==> src/ssoc_pkg.sv <==
// constants, register map and types for the serdes sync and output control block
package ssoc_pkg;
	// register byte offsets
	localparam logic [7:0] ADDR_CTRL = 8'h00;
	localparam logic [7:0] ADDR_STATUS = 8'h04;
	localparam logic [7:0] ADDR_INT_STATUS = 8'h08;
	localparam logic [7:0] ADDR_INT_MASK = 8'h0C;
	localparam logic [7:0] ADDR_TX_LATCHED = 8'h10;
	localparam logic [7:0] ADDR_RX_WORD = 8'h14;
	// control register fields
	localparam int CTRL_TX_EDGE = 0;
	localparam int CTRL_RX_EDGE = 1;
	localparam int CTRL_DRIVE_EN = 2;
	localparam int CTRL_OUT_EN = 3;
	localparam int CTRL_PWR_N = 4;
	localparam int CTRL_W = 5;
	localparam logic [CTRL_W-1:0] CTRL_RESET = 5'h1C;
	// status register fields
	localparam int STAT_LOCKED = 0;
	localparam int STAT_SYNC_BUSY = 1;
	localparam int STAT_POWERED = 2;
	localparam int STAT_REF_OK = 3;
	// interrupt fields
	localparam int INT_BURST_START = 0;
	localparam int INT_BURST_DONE = 1;
	localparam int INT_LOCK_GAIN = 2;
	localparam int INT_LOCK_LOSS = 3;
	localparam int INT_W = 4;
	localparam logic [INT_W-1:0] INT_MASK_RESET = 4'h0;
	// word and sync figures
	localparam int WORD_W = 10;
	localparam logic [2:0] SYNC_HOLD_CYCLES = 3'h6;
	localparam logic [10:0] SYNC_BURST_LEN = 11'h402;
	localparam logic [WORD_W-1:0] SYNC_PATTERN = 10'h3E0;
	// timing
	localparam int CLK_PERIOD_NS = 20;
	localparam int POWER_DOWN_N_MIN_NS = 16;
	localparam int POWER_DOWN_N_MIN_CYC_RAW = (POWER_DOWN_N_MIN_NS + CLK_PERIOD_NS - 1) / CLK_PERIOD_NS;
	localparam logic [3:0] POWER_DOWN_N_MIN_CYC = 4'((POWER_DOWN_N_MIN_CYC_RAW < 1) ? 1 : POWER_DOWN_N_MIN_CYC_RAW);
	localparam int REF_MAX_PERIOD_NS = 1000;
	localparam logic [7:0] REF_TIMEOUT_CYC = 8'(REF_MAX_PERIOD_NS / CLK_PERIOD_NS);
	localparam logic [3:0] RCLK_HALF_CYC = 4'h1;
	localparam logic [7:0] RESET_ZERO8 = 8'h00;
	typedef enum logic [1:0] {
		SS_IDLE = 2'b00,
		SS_BURST = 2'b01,
		SS_HOLD = 2'b11
	} ssoc_sync_e;
endpackage : ssoc_pkg

==> src/ssoc_serdes_ctrl.sv <==
// serializer sync burst, word strobe and deserializer lock / output control with APB registers
// Notes on behaviour
// The two sync request inputs act as one request, their logical OR.
// A request held high for 6 transmit clock cycles starts a burst of at least 1026 sync patterns.
// If the request is still high when the 1026-pattern burst ends, sync patterns go on until it falls.
// A later request held high past six cycles starts a fresh 1026-pattern burst.
// The parallel word is latched on the falling transmit clock edge when edge select is low, rising when high.
// The transmit clock both strobes each parallel word in and paces the serializer output.
// The active-low lock indicator goes low once the receive PLL is locked to the serial stream.
// The controlling party holds power-down low at least 16 ns to start power down.
// While power-down is low the receiver stays down, PLL off and outputs in high impedance.
// The recovered word launches against the falling recovered clock edge for select low, rising for high.
// With receive output enable low the ten data outputs and the recovered clock are high impedance.
// Receiving logic captures the parallel data using the recovered clock as its strobe.
// The system supplies a reference clock so the receive PLL has a frequency reference.
// While unlocked the data outputs and recovered clock are high impedance.
// The serial output is high impedance while serial drive enable is low and driven while it is high.
// Each recovered word is presented with one recovered clock period while locked and enabled.
//
// The APB register port and the register offsets were chosen for this implementation.
module ssoc_serdes_ctrl
	import ssoc_pkg::*;
(
	// clock and reset
	input wire logic sys_clk,
	input wire logic sys_rst,
	// apb slave
	input wire logic [7:0] paddr,
	input wire logic psel,
	input wire logic penable,
	input wire logic pwrite,
	input wire logic [31:0] pwdata,
	output logic [31:0] prdata,
	output logic pready,
	output logic pslverr,
	// interrupt
	output logic irq,
	// serializer parallel side
	input wire logic transmit_clock,
	input wire logic [ssoc_pkg::WORD_W-1:0] tx_parallel_word,
	input wire logic sync_request_a,
	input wire logic sync_request_b,
	// serializer link side
	output logic [ssoc_pkg::WORD_W-1:0] serialWord,
	output logic serialIsSync,
	output logic serialWordStrobe,
	output logic serialOe,
	// deserializer link side
	input wire logic rx_reference_clock,
	input wire logic rxPllLocked,
	input wire logic [ssoc_pkg::WORD_W-1:0] rxLinkWord,
	input wire logic rxLinkValid,
	// deserializer parallel side
	output logic [ssoc_pkg::WORD_W-1:0] rx_parallel_word,
	output logic rxParallelWordOe,
	output logic recClk,
	output logic recClkOe,
	output logic lockN,
	output logic lockNOe
);
	import ssoc_pkg::*;

	function automatic logic edgeSel(input logic selRising, input logic rise, input logic fall);
		edgeSel = selRising ? rise : fall;
	endfunction : edgeSel

	// registers
	logic [CTRL_W-1:0] ctrl_r;
	logic [INT_W-1:0] intStat_r;
	logic [INT_W-1:0] intMask_r;
	logic [31:0] prdata_r;
	// serializer state
	logic txClkPrev_r;
	logic [WORD_W-1:0] txLatched_r;
	logic [2:0] highCnt_r;
	logic [10:0] burstCnt_r;
	ssoc_sync_e syncState_r;
	ssoc_sync_e syncState_nxt;
	logic [WORD_W-1:0] serialWord_r;
	logic serialIsSync_r;
	logic serialStrobe_r;
	// deserializer state
	logic refPrev_r;
	logic [7:0] refIdle_r;
	logic [3:0] pdCnt_r;
	logic poweredDown_r;
	logic locked_r;
	logic [WORD_W-1:0] rxWord_r;
	logic recClk_r;
	logic [3:0] halfCnt_r;

	// apb decode
	wire logic setupPhase = psel & ~penable;
	wire logic accessPhase = psel & penable;
	wire logic hitCtrl = (paddr == ADDR_CTRL);
	wire logic hitStatus = (paddr == ADDR_STATUS);
	wire logic hitIntStat = (paddr == ADDR_INT_STATUS);
	wire logic hitIntMask = (paddr == ADDR_INT_MASK);
	wire logic hitTxLatched = (paddr == ADDR_TX_LATCHED);
	wire logic hitRxWord = (paddr == ADDR_RX_WORD);
	wire logic addrMapped = hitCtrl | hitStatus | hitIntStat | hitIntMask | hitTxLatched | hitRxWord;
	wire logic wrStrobe = accessPhase & pwrite & addrMapped;
	wire logic wrCtrl = wrStrobe & hitCtrl;
	wire logic wrIntStat = wrStrobe & hitIntStat;
	wire logic wrIntMask = wrStrobe & hitIntMask;

	// control fields
	wire logic txEdgeSel = ctrl_r[CTRL_TX_EDGE];
	wire logic rxEdgeSel = ctrl_r[CTRL_RX_EDGE];
	wire logic serialDriveEn = ctrl_r[CTRL_DRIVE_EN];
	wire logic rxOutEn = ctrl_r[CTRL_OUT_EN];
	wire logic powerDownN = ctrl_r[CTRL_PWR_N];

	// transmit clock edges
	wire logic txRise = transmit_clock & ~txClkPrev_r;
	wire logic txFall = ~transmit_clock & txClkPrev_r;
	wire logic txLoad = edgeSel(txEdgeSel, txRise, txFall);
	wire logic syncReq = sync_request_a | sync_request_b;
	wire logic holdMet = syncReq & (highCnt_r == SYNC_HOLD_CYCLES - 3'h1);
	wire logic burstLast = (burstCnt_r == SYNC_BURST_LEN - 11'h001);
	wire logic sendSync = (syncState_r != SS_IDLE);

	// sync sequencer
	always_comb begin
		syncState_nxt = syncState_r;
		if (txRise) begin
			unique case (syncState_r)
				SS_IDLE: begin
					if (holdMet) begin
						syncState_nxt = SS_BURST;
					end
				end
				SS_BURST: begin
					if (burstLast) begin
						syncState_nxt = syncReq ? SS_HOLD : SS_IDLE;
					end
				end
				SS_HOLD: begin
					if (!syncReq) begin
						syncState_nxt = SS_IDLE;
					end
				end
				default: begin
					syncState_nxt = SS_IDLE;
				end
			endcase
		end
	end

	wire logic burstStart = txRise & (syncState_r == SS_IDLE) & holdMet;
	wire logic burstDone = txRise & (syncState_r == SS_BURST) & burstLast;

	// reference clock watch and lock
	wire logic refEdge = rx_reference_clock ^ refPrev_r;
	wire logic refOk = (refIdle_r < REF_TIMEOUT_CYC);
	wire logic lockNow = rxPllLocked & refOk & ~poweredDown_r;
	wire logic lockGain = lockNow & ~locked_r;
	wire logic lockLoss = ~lockNow & locked_r;
	wire logic rxDeliver = locked_r & rxOutEn & ~poweredDown_r;
	wire logic rxTake = rxLinkValid & lockNow;

	// interrupt events
	wire logic [INT_W-1:0] intEvents = {lockLoss, lockGain, burstDone, burstStart};
	wire logic [INT_W-1:0] intClear = wrIntStat ? pwdata[INT_W-1:0] : {INT_W{1'b0}};

	// read mux
	wire logic [31:0] statusWord = {28'h0000000, refOk, ~poweredDown_r, sendSync, locked_r};
	wire logic [31:0] readMux = hitCtrl ? {27'h0000000, ctrl_r} :
		hitStatus ? statusWord :
		hitIntStat ? {28'h0000000, intStat_r} :
		hitIntMask ? {28'h0000000, intMask_r} :
		hitTxLatched ? {22'h000000, txLatched_r} :
		hitRxWord ? {22'h000000, rxWord_r} : 32'h00000000;

	// apb and interrupt registers
	always_ff @(posedge sys_clk or posedge sys_rst) begin
		if (sys_rst) begin
			ctrl_r <= CTRL_RESET;
			intMask_r <= INT_MASK_RESET;
			intStat_r <= {INT_W{1'b0}};
			prdata_r <= 32'h00000000;
		end else begin
			if (wrCtrl) begin
				ctrl_r <= pwdata[CTRL_W-1:0];
			end
			if (wrIntMask) begin
				intMask_r <= pwdata[INT_W-1:0];
			end
			intStat_r <= (intStat_r & ~intClear) | intEvents;
			if (setupPhase) begin
				prdata_r <= readMux;
			end
		end
	end

	// serializer datapath
	always_ff @(posedge sys_clk or posedge sys_rst) begin
		if (sys_rst) begin
			txClkPrev_r <= 1'b0;
			txLatched_r <= {WORD_W{1'b0}};
			highCnt_r <= 3'h0;
			burstCnt_r <= 11'h000;
			syncState_r <= SS_IDLE;
			serialWord_r <= {WORD_W{1'b0}};
			serialIsSync_r <= 1'b0;
			serialStrobe_r <= 1'b0;
		end else begin
			txClkPrev_r <= transmit_clock;
			syncState_r <= syncState_nxt;
			serialStrobe_r <= txRise;
			if (txLoad) begin
				txLatched_r <= tx_parallel_word;
			end
			if (txRise) begin
				if (!syncReq) begin
					highCnt_r <= 3'h0;
				end else if (highCnt_r != SYNC_HOLD_CYCLES) begin
					highCnt_r <= highCnt_r + 3'h1;
				end
				burstCnt_r <= (syncState_nxt == SS_BURST && syncState_r == SS_BURST) ? burstCnt_r + 11'h001 : 11'h000;
				serialWord_r <= (syncState_nxt != SS_IDLE) ? SYNC_PATTERN : txLatched_r;
				serialIsSync_r <= (syncState_nxt != SS_IDLE);
			end
		end
	end

	// deserializer power, lock and word presentation
	always_ff @(posedge sys_clk or posedge sys_rst) begin
		if (sys_rst) begin
			refPrev_r <= 1'b0;
			refIdle_r <= REF_TIMEOUT_CYC;
			pdCnt_r <= 4'h0;
			poweredDown_r <= 1'b0;
			locked_r <= 1'b0;
			rxWord_r <= {WORD_W{1'b0}};
			recClk_r <= 1'b0;
			halfCnt_r <= 4'h0;
		end else begin
			refPrev_r <= rx_reference_clock;
			if (refEdge) begin
				refIdle_r <= RESET_ZERO8;
			end else if (refOk) begin
				refIdle_r <= refIdle_r + 8'h01;
			end
			if (powerDownN) begin
				pdCnt_r <= 4'h0;
				poweredDown_r <= 1'b0;
			end else if (pdCnt_r != POWER_DOWN_N_MIN_CYC) begin
				pdCnt_r <= pdCnt_r + 4'h1;
				poweredDown_r <= (pdCnt_r + 4'h1 == POWER_DOWN_N_MIN_CYC);
			end
			locked_r <= lockNow;
			if (rxTake) begin
				rxWord_r <= rxLinkWord;
				recClk_r <= ~rxEdgeSel;
				halfCnt_r <= RCLK_HALF_CYC;
			end else if (halfCnt_r != 4'h0) begin
				halfCnt_r <= halfCnt_r - 4'h1;
				if (halfCnt_r == 4'h1) begin
					recClk_r <= rxEdgeSel;
				end
			end
		end
	end

	// outputs
	assign prdata = prdata_r;
	assign pready = 1'b1;
	assign pslverr = accessPhase & ~addrMapped;
	assign irq = |(intStat_r & intMask_r);
	assign serialWord = serialWord_r;
	assign serialIsSync = serialIsSync_r;
	assign serialWordStrobe = serialStrobe_r;
	assign serialOe = serialDriveEn;
	assign rx_parallel_word = rxWord_r;
	assign rxParallelWordOe = rxDeliver;
	assign recClk = recClk_r;
	assign recClkOe = rxDeliver;
	assign lockN = ~locked_r;
	assign lockNOe = ~poweredDown_r;
endmodule : ssoc_serdes_ctrl

==> config.mk <==
export PLATFORM = sky130hd
export DESIGN_NAME = ssoc_serdes_ctrl
export DESIGN_NICKNAME = d
export VERILOG_FILES = /design/src/ssoc_pkg.sv /design/src/ssoc_serdes_ctrl.sv
export SDC_FILE = /design/constraint.sdc
export NUM_CORES = 1
export LEC_CHECK = 0
export ABC_CLOCK_PERIOD_IN_PS = 2800
export BUFFER_PORTS_ARGS = -buffer_cell sky130_fd_sc_hd__buf_2
export CAP_MARGIN = 20
export CORE_MARGIN = 3
export CORE_UTILIZATION = 47
export CTS_CLUSTER_SIZE = 25
export DETAILED_ROUTE_END_ITERATION = 6
export PLACE_DENSITY = 0.76
export REMOVE_ABC_BUFFERS = 1
export SLEW_MARGIN = 20
export SYNTH_ARGS = -nofsm -noshare
export SYNTH_HDL_FRONTEND = slang
export SYNTH_SLANG_ARGS = --single-unit
==> constraint.sdc <==
create_clock -name sys_clk -period 2.8 [get_ports sys_clk]
set_clock_uncertainty 0.1 [all_clocks]
set_input_delay 0.28 -clock sys_clk [delete_from_list [all_inputs] [get_ports sys_clk]]
set_output_delay 0.28 -clock sys_clk [all_outputs]
set_load 0.005 [all_outputs]
==> results of run 1 <==
## path summary, 6_finish.rpt
kind,startpoint,to,slack (ps),cells after the start
max,transmit_clock,txLatched_r[1],780,8
max reg2reg,burstCnt_r[3],burstCnt_r[10],800,4
min,rxLinkWord[5],rx_parallel_word[5],10,3
min reg2reg,prdata[2],prdata[2],400,2
min in group asynchronous,sys_rst,refIdle_r[2],400,3
max in group asynchronous,sys_rst,burstCnt_r[10],1520,4
## layout make-up
class                   count  share of cell area [%]
clock buffers              10                    2.38
clock inverters             6                    1.75
inverters                  16                    1.14
multi-input cells         325                    38.2
flip-flops and latches     92                    43.0
well taps                 129                    3.01
repair buffers             98                    10.5
## through the flow
| stage | area, sq um | instances | worst slack [ps] |
|---|---|---|---|
| finish | 5370 | 676 | 782 |
| global route | 5370 | 676 | 550 |
| CTS | 5370 | 676 | 772 |
| detailed placement | 5050 | 651 | 742 |
| global placement | 5050 | 651 | 771 |
| floorplan | 4420 | 433 | 38.0 |
## kinds of logic after synthesis
family          count (synthesis)  synth area share, %
buf+inv                        53                 6.71
compound gates                 78                 11.6
xor+xnor                       15                 2.86
other cells                     2                0.164
flops                          92                 50.3
mux                            25                 6.30
fa+ha+maj                      11                 3.00
simple gates                  173                 19.0
## layer usage
layer	track usage [%]	routed length (um)
met1	25.8	4460
met2	31.2	4950
met3	5.06	647
met4	6.56	204
met5	0	0
## power by group through the flow
stage	combinational, W	clock [W]	sequential (W)
floorplan	0.000529	0	0.00173
CTS	0.000781	0.00102	0.00176
detailed placement	0.000766	0	0.00178
global placement	0.000734	0	0.00177
global route	0.000900	0.00107	0.00180
finish	0.000771	0.00100	0.00176
## flip-flops by register name (all words and copies together), names as in the netlist, 5 cells and up
| register | count |
|---|---|
| refIdle_r | 8 |
| serialWord | 10 |
| prdata | 10 |
| burstCnt_r | 11 |
| rx_parallel_word | 10 |
| txLatched_r | 10 |
| ctrl_r | 5 |
## synth_stat cells (3+ instances only)
cell type  count  area (sq um)
dfrtp_1       86          2150
nand2_1       66           248
nor2_1        30           113
o21ai_0       26           130
buf_4         24           180
inv_1         16          60.1
mux2_2        14           158
a21oi_1       13          65.1
xor2_1        12           105
ha_1          11           138
nand3_1       11          55.1
nor2b_1       10          62.6
nand2b_1       9          56.3
nor3_1         9          45.0
a22o_1         7          61.3
clkbuf_1       7          26.3
nand4_1        7          43.8
dfstp_2        6           158
mux2i_1        6          60.1
and2_1         5          31.3
nand3b_1       5          37.5
o22a_1         5          43.8
and3_1         4          25.0
mux2_4         4          60.1
a21o_1         3          22.5
a22oi_1        3          22.5
a32oi_1        3          26.3
a41o_1         3          30.0
buf_2          3          15.0
nor4_1         3          18.8
o211ai_1       3          22.5
xnor2_1        3          26.3
## timing repair
action                    in CTS  in global routing
hold buffers                   9                  0
gates resized for setup        0                  0
hold endpoints to repair      33                  0
## tightest hold or removal path, stage by stage
cell and delay, ps:
buf_2 70, nand2_1 40, nand2_1 50
==> key figures, run 1 <==
STA
  • Post-layout min period: 2020 ps
  • Fin crit share: 72.1%
  • Setup TNS: 0 ps
  • Setup violators final: 0
  • RSZ-0062 raised after global routing: false
  • WHS: 11.0 ps
  • Fmax: 496 MHz
  • Final hold violations: 0
  • Worst rel slew slack: 60.4%
  • Max-slew violations: 0
  • Actual slew at the worst max-slew pin: 594 ps

CTS
  • Clock buffers created by TritonCTS: 9
  • Clk root buf: clkbuf_8
  • Postcts setup bufs: 0
  • CTS tree: done
  • Clk pin slew, worst setup/hold paths: 100 ps
  • H-Tree Depth: 3
  • Max Root-Sink Buffers: 2
  • Clk sinks: 92
  • Clock insertion delay at the later pin of the skew report: 360 ps

Critical path
  • Slowest stage cell, crit path: dlygate4sd3_1
  • Critical-path cell list: dlygate4sd3_1 > buf_2 > nand2b_1 > buf_4 > inv_1 > nand2_1 > o21ai_2 > mux2_2
  • WS Path Type: primary input to flip-flop
  • Critical path required time: 2950 ps
  • Worst path max stage delay: 520 ps
  • Critical Path Source Type: primary input
  • CP Max Fanout: 14
  • Top delay family on crit path: buffers and inverters
  • CP Buf/Inv Count: 4
  • CP Capture Type: flip-flop
  • Crit path arrival time: 2170 ps

Power and ir drop
  • Design Power: 0.00354 W
  • LEAKAGE: 2.61 nW
  • Power per standard cell area: 659 nW/um^2
  • Cell internal pwr: 0.00242 W
  • Switching power: 0.00112 W
  • Comb power frac: 21.8%
  • Share of power burned in registers: 49.8%
  • Worst vdd ir: 0.413 mV
  • Net Sw Frac: 31.6%
  • Clock power frac: 28.4%

GRT
  • Vias in the first global route: 3516
  • Initial antenna violation count: 0
  • First-pass GRT wire length: 17300 um
  • Largest net degree at the start of global routing: 42
  • Total track usage: 19.5%
  • Remaining global-route overflow: 0

Layout
  • Fraction of layout cells with a size suffix above 1: 25.2%
  • Diode count: 0
  • Fill cell count: 819
  • Area grow syn2layout: 17.0%
  • Most frequent cells in the layout: 86 x dfrtp_1, 83 x buf_2, 66 x nand2_1, 30 x nor2_1, 26 x o21ai_0
  • Commonest non-fill, non-tap cell in the layout: dfrtp_1
  • Multi-input gate area: 2050 sq um
  • Register Area: 2310 sq um
  • Core Util, Final: 57.3%
  • Layout Nets: 624

Route
  • Routed WL: 10300 um
  • Via count: 3563
  • # DRC: 0
  • Avg Vias per Cell: 5.27
  • ANT nets after route: 0
  • Detailed Route Iter0 Violations: 159
  • DR WL/cell: 15.2 um
  • Initial DRT Pass Iterations: 4

Place
  • Port Buffers: 83
  • Final GP Congestion: 0.811
  • Final HPWL DP: 7520 um

Floorplan
  • Die W: 105 um
  • CORE AREA: 9370 sq um
  • IO Pins: 134
  • Die area: 11000 sq um
  • Initial Util: 49.0%
  • # rows: 35
  • Die height: 105 um

Run
  • Max-cap violations: 0

Yosys
  • Ys Warns: 0
  • Post-synth ARST share: 100%
  • EDFF count, synth: 0
  • Ys flop type: dfrtp_1
  • Syn Area/Cell: 10.2 sq um
  • Synthesis-stage register bit count: 92
  • Synthesized instance count: 449
  • Seq/Total Area, Yosys: 50.3%
  • Distinct cells, synth: 57
  • Mapped Area: 4590 sq um

Status
  • Status: finished, final reports clean

Worst hold path
  • HP Class: primary input to flip-flop
Note: power is estimated with default switching activity, not from simulation.
==> run 2, diff against run 1 <==
Settings changed: ABC_CLOCK_PERIOD_IN_PS 2800 to 1900, CORE_UTILIZATION 47 to 50, PLACE_DENSITY 0.76 to 0.78.
Clock period 2.8 ns to 1.9 ns, I/O delays scaled along.
==> run 2 against run 1 <==
Sequential power is 47% higher. Global-route usage is 2.2 points higher. Critical path type is now primary input to output port. Flip-flop and latch count stayed put. Die area is 5.7% lower. Highest routed layer unchanged. Hold slack better by 4.3 ps. Clock power is 49% higher. Worst setup slack worse by 660 ps.
==> key figures, run 2 (synthesis gave the netlist of run 1 again) <==
Floorplan
  • IO Pins: 134 (unchanged)
  • Initial Util: 52.1% (was 49.0%)
  • CORE AREA: 8810 sq um (was 9370 sq um)
  • # rows: 34 (was 35)
  • Die W: 102 um (was 105 um)
  • Die area: 10400 sq um (was 11000 sq um)
  • Die height: 102 um (was 105 um)

GRT
  • Remaining global-route overflow: 0 (unchanged)
  • First-pass GRT wire length: 17700 um (was 17300 um)
  • Initial antenna violation count: 0 (unchanged)
  • Total track usage: 21.7% (was 19.5%)
  • Largest net degree at the start of global routing: 76 (was 42)
  • Vias in the first global route: 3792 (was 3516)

CTS
  • H-Tree Depth: 3 (unchanged)
  • Clock buffers created by TritonCTS: 9 (unchanged)
  • Clk sinks: 92 (unchanged)
  • Max Root-Sink Buffers: 2 (unchanged)
  • CTS tree: done (unchanged)
  • Clk root buf: clkbuf_8 (unchanged)
  • Postcts setup bufs: 0 (unchanged)
  • Clock insertion delay at the later pin of the skew report: 360 ps (about the same)
  • Clk pin slew, worst setup/hold paths: 90 ps (was 100 ps)

Critical path
  • Worst setup startpoint: paddr[5] (was transmit_clock)
  • WS Path Type: primary input to output port (was primary input to flip-flop)
  • Critical Path Source Type: primary input (unchanged)
  • CP Max Fanout: 5 (was 14)
  • Worst reg2reg startpoint: burstCnt_r[2] (was burstCnt_r[3])
  • Critical path required time: 1610 ps (was 2950 ps)
  • Crit path arrival time: 1480 ps (was 2170 ps)
  • CP Capture Type: output port (was flip-flop)

Place
  • Final GP Congestion: 0.845 (was 0.811)
  • Final HPWL DP: 7740 um (was 7520 um)
  • Setup Slack @ Placement: -38.1 ps (was 742 ps)
  • DP Area: 5100 sq um (was 5050 sq um)
  • Port Buffers: 83 (unchanged)

Layout
  • Fill cell count: 700 (was 819)
  • Area grow syn2layout: 22.2% (was 17.0%)
  • Fraction of layout cells with a size suffix above 1: 26.3% (was 25.2%)
  • Layout Nets: 651 (was 624)
  • Largest Register: burstCnt_r (unchanged)
  • Diode count: 0 (unchanged)
  • Commonest non-fill, non-tap cell in the layout: dfrtp_1 (unchanged)
  • Most frequent cells in the layout: 86 x dfrtp_1, 83 x buf_2, 66 x nand2_1, 29 x nor2_1 (was 86 x dfrtp_1, 83 x buf_2, 66 x nand2_1, 30 x nor2_1, 26 x o21ai_0)
  • Post-layout instance area: 5610 sq um (was 5370 sq um)
  • Max FFs per register: 11 (unchanged)

STA
  • Fin worst setup slack: 127 ps (was 782 ps)
  • Fmax: 564 MHz
  • Post-layout min period: 1770 ps
  • RSZ-0062 raised after global routing: false (unchanged)
  • Setup violators final: 0 (unchanged)
  • Fin crit share: 93.3%
  • Final hold violations: 0 (unchanged)
  • Worst rel slew slack: 62.4% (was 60.4%)
  • Actual slew at the worst max-slew pin: 564 ps (was 594 ps)
  • Max-slew violations: 0 (unchanged)

Route
  • Via count: 3644 (was 3563)
  • Initial DRT Pass Iterations: 4 (unchanged)
  • ANT nets after route: 0 (unchanged)
  • Routed WL: 10700 um (was 10300 um)
  • Detailed Route Iter0 Violations: 181 (was 159)
  • # DRC: 0 (unchanged)
  • DR WL/cell: 15.7 um (was 15.2 um)
  • Avg Vias per Cell: 5.34 (was 5.27)

Run
  • Max-cap violations: 0 (unchanged)

Power and ir drop
  • Worst vdd ir: 0.494 mV (was 0.413 mV)
  • LEAKAGE: 2.74 nW (was 2.61 nW)
  • Power per standard cell area: 949 nW/um^2 (was 659 nW/um^2)

Worst hold path
  • Hold Startpoint: pwdata[3] (was rxLinkWord[5])
  • HP Class: primary input to flip-flop (unchanged)

Status
  • Status: finished, final reports clean (unchanged)
[run 2: layer usage]
metal / vias up / track usage [%] / part of all wire [%]
met5: - / 0 / 0
met4: 0 / 6.54 / 1.7
met3: 13 / 5.44 / 5.0
met2: 88 / 36.4 / 50
met1: 1792 / 27.8 / 44
li1: 1751 / - / -
[run 2: repair_timing]
item | 4_1_cts | 5_1_grt
setup endpoints to repair | 12 | 1
hold buffers | 26 | 0
gates resized for setup | 1 | 1
endpoints found under the hold margin | 44 | 0
[run 2: path summary, 6_finish.rpt]
path	endpoint	slack (ps)	depth (start not counted)
max	pslverr	130	6
min	ctrl_r[3]	20	2
max reg2reg	serialWord[5]	150	4
min reg2reg	prdata[0]	390	2
max in group asynchronous	ctrl_r[4]	760	4
min in group asynchronous	refIdle_r[2]	220	3
[run 2: where the power goes]
group	leakage, nW	total [W]	switching (W)	internal (W)
logic	1.48	0.00125	0.000642	0.000606
registers	1.14	0.00259	0.000321	0.00226
clock network	0.120	0.00149	0.000671	0.000818
[run 2: critical path, stage by stage]
cell and delay, ps:
buf_2 100, or4_4 560, buf_4 170, nor2_2 190
a21oi_1 120, buf_2 140
[run 2: per-stage QoR]
stage	instances	total power, W	hold WS, ps	util [%]	TNS [ps]
global placement	640	0.00372	58.2	58.0	-6.78
CTS	682	0.00536	0.588	63.6	0
detailed placement	640	0.00380	62.2	58.0	-194
global route	682	0.00568	3.28	63.7	0
floorplan	433	0.00333	121	-	-67540
finish	682	0.00532	15.3	63.7	0
[run 2: cell type report]
cell class | instances | area (sq um) | area share [%]
clock buffers | 11 | 151 | 2.70
flip-flops and latches | 92 | 2310 | 41.2
multi-input cells | 325 | 2060 | 36.7
repair buffers | 125 | 808 | 14.4
well taps | 108 | 135 | 2.41
inverters | 16 | 61.3 | 1.09
clock inverters | 5 | 82.6 | 1.47
==> run 3, diff against run 2 <==
Settings changed: CELL_PAD_IN_SITES_DETAIL_PLACEMENT from default to 0, CELL_PAD_IN_SITES_GLOBAL_PLACEMENT from default to 1, CORE_UTILIZATION 50 to 39, GPL_TIMING_DRIVEN from default to 0, PLACE_DENSITY 0.78 to default, PLACE_DENSITY_LB_ADDON from default to 0.1.
==> run 3 against run 2 <==
Utilization is 12 points lower. Register-to-register slack hardly changed. Cell count is 3.2% higher. Largest power group unchanged. Final area is 2.0% higher. Via count is 2.3% lower. Worst setup slack worse by 30 ps. Critical path depth is 1 lower. Power is 7.0% higher. Clock-buffer cell count is 2 lower. Fmax is 1.6% lower.
==> key figures, run 3 (synthesis gave the netlist of run 1 again) <==
Layout
  • Area grow syn2layout: 24.7% (was 22.2%)
  • Core Util, Final: 51.2% (was 63.7%)
  • Diode count: 0 (unchanged)
  • Max FFs per register: 11 (unchanged)
  • Fraction of layout cells with a size suffix above 1: 26.4% (was 26.3%)
  • Largest Register: burstCnt_r (unchanged)
  • Fill cell count: 1059 (was 700)
  • Most frequent cells in the layout: 86 x dfrtp_1, 83 x buf_2, 66 x nand2_1, 28 x nor2_1 (was 86 x dfrtp_1, 83 x buf_2, 66 x nand2_1, 29 x nor2_1)
  • Commonest non-fill, non-tap cell in the layout: dfrtp_1 (unchanged)
  • Layout Nets: 641 (was 651)

Power and ir drop
  • Power per standard cell area: 996 nW/um^2 (was 949 nW/um^2)
  • Switching power: 0.00179 W (was 0.00163 W)
  • Share of power burned in registers: 45.9% (was 48.6%)
  • LEAKAGE: 2.73 nW (was 2.74 nW)
  • Cell internal pwr: 0.00391 W (was 0.00369 W)
  • Clock power frac: 32.9% (was 28.0%)
  • Design Power: 0.00570 W (was 0.00532 W)
  • Net Sw Frac: 31.4% (was 30.7%)
  • Worst vdd ir: 0.654 mV (was 0.494 mV)
  • Comb power frac: 21.2% (was 23.5%)

GRT
  • Initial antenna violation count: 0 (unchanged)
  • Total track usage: 18.0% (was 21.7%)
  • Largest net degree at the start of global routing: 53 (was 76)
  • Remaining global-route overflow: 0 (unchanged)
  • First-pass GRT wire length: 18400 um (was 17700 um)
  • Vias in the first global route: 3553 (was 3792)

CTS
  • Max Root-Sink Buffers: 2 (unchanged)
  • Clk sinks: 92 (unchanged)
  • Clk pin slew, worst setup/hold paths: 70 ps (was 90 ps)
  • CTS tree: done (unchanged)
  • Clk root buf: clkbuf_16 (was clkbuf_8)
  • Clock insertion delay at the later pin of the skew report: 350 ps (was 360 ps)
  • H-Tree Depth: 3 (unchanged)
  • Clock buffers created by TritonCTS: 9 (unchanged)

Place
  • Final HPWL DP: 7840 um (was 7740 um)
  • Final GP Congestion: 0.820 (was 0.845)
  • Port Buffers: 83 (unchanged)

Floorplan
  • Die area: 13100 sq um (was 10400 sq um)
  • Die height: 114 um (was 102 um)
  • CORE AREA: 11200 sq um (was 8810 sq um)
  • IO Pins: 134 (unchanged)
  • Initial Util: 41.1% (was 52.1%)
  • Die W: 114 um (was 102 um)
  • # rows: 38 (was 34)

STA
  • Fmax: 555 MHz (was 564 MHz)
  • RSZ-0062 raised after global routing: false (unchanged)
  • Final hold violations: 0 (unchanged)
  • Max-slew violations: 0 (unchanged)
  • Worst rel slew slack: 49.8% (was 62.4%)
  • WHS: 17.6 ps (was 15.3 ps)
  • Setup violators final: 0 (unchanged)
  • Fin crit share: 94.9% (was 93.3%)
  • Post-layout min period: 1800 ps (was 1770 ps)
  • Actual slew at the worst max-slew pin: 747 ps (was 564 ps)

Critical path
  • CP Capture Type: flip-flop (was output port)
  • Worst setup startpoint: transmit_clock (was paddr[5])
  • Worst reg2reg startpoint: burstCnt_r[3] (was burstCnt_r[2])
  • Critical path required time: 2040 ps (was 1610 ps)
  • WS Path Type: primary input to flip-flop (was primary input to output port)
  • CP Max Fanout: 10 (was 5)
  • Critical Path Source Type: primary input (unchanged)
  • Reg2Reg Setup Slack: 150 ps (about the same)
  • Crit path arrival time: 1940 ps (was 1480 ps)

Route
  • ANT nets after route: 0 (unchanged)
  • Routed WL: 11100 um (was 10700 um)
  • Via count: 3560 (was 3644)
  • DR WL/cell: 15.8 um (was 15.7 um)
  • # DRC: 0 (unchanged)
  • Avg Vias per Cell: 5.06 (was 5.34)
  • Detailed Route Iter0 Violations: 216 (was 181)
  • Initial DRT Pass Iterations: 4 (unchanged)

Run
  • Max-cap violations: 0 (unchanged)

Worst hold path
  • Hold Startpoint: pwdata[3] (unchanged)
  • HP Class: primary input to flip-flop (unchanged)

Status
  • Status: finished, final reports clean (unchanged)
## run 3: cell types whose count changed in the layout (fill, tap and decap cells not counted), sizes merged
cell / before / now
clkbuf: 11 / 9
inv: 16 / 18
clkinv: 3 / 2
buf: 99 / 88
clkinvlp: 0 / 3
bufinv: 2 / 1
## run 3: power groups by stage
stage | registers [W] | clock network, W | logic (W)
finish | 0.00261 | 0.00187 | 0.00121
global route | 0.00268 | 0.00203 | 0.00139
CTS | 0.00260 | 0.00195 | 0.00120
detailed placement | 0.00263 | 0 | 0.00113
global placement | 0.00262 | 0 | 0.00110
floorplan | 0.00255 | 0 | 0.000780
## run 3: worst paths after layout
kind / end / cells after the start
min reg2reg: serialIsSync / 2
max reg2reg: serialWord[6] / 4
max: txLatched_r[6] / 5
min: intMask_r[3] / 2
min in group asynchronous: serialWordStrobe / 3
max in group asynchronous: refIdle_r[5] / 4
## run 3: what timing repair did
| item | in CTS | in global routing |
|---|---|---|
| hold buffers | 26 | 0 |
| pin swaps | 0 | 1 |
| gates resized for setup | 9 | 6 |
| endpoints found under the setup margin | 48 | 49 |
| buffers inserted | 3 | 1 |
| gates cloned | 1 | 0 |
| endpoints found under the hold margin | 63 | 0 |
## run 3: area by class of cell
class / count / area (sq um) / share of cell area [%]
Timing Repair inverter: 1 / 5.00 / 0.0875
Clock buffer: 9 / 225 / 3.94
Multi-Input combinational cell: 325 / 2120 / 37.1
Inverter: 16 / 68.8 / 1.20
Sequential cell: 92 / 2310 / 40.4
Tap cell: 140 / 175 / 3.06
Timing Repair Buffer: 114 / 733 / 12.8
Clock inverter: 7 / 83.8 / 1.47
## run 3: stage by stage
| stage | std cells | setup TNS [ps] | cell area, sq um | setup WS, ps |
|---|---|---|---|---|
| 2_1_floorplan | 433 | -67540 | 4420 | -772 |
| 3_3_place_gp | 656 | -192860 | 5010 | -2000 |
| 3_5_place_dp | 657 | -15480 | 5040 | -520 |
| 4_1_cts | 703 | 0 | 5680 | 0.127 |
| 5_1_grt | 704 | 0 | 5720 | 10.4 |
| 6_report | 704 | 0 | 5720 | 97.7 |
## run 3: critical path, stage by stage
cell and delay (ps):
dlygate4sd3_1 530, buf_2 150, nand2b_1 160, o21ai_2 500
mux2_2 410
## run 3: per-layer routing
layer / track usage, % / up-vias / routed length [um]
met2: 27.5 / 92 / 5050
met5: 0 / - / 0
met4: 5.94 / 0 / 133
li1: - / 1744 / -
met3: 5.02 / 8 / 718
met1: 24.8 / 1716 / 5220
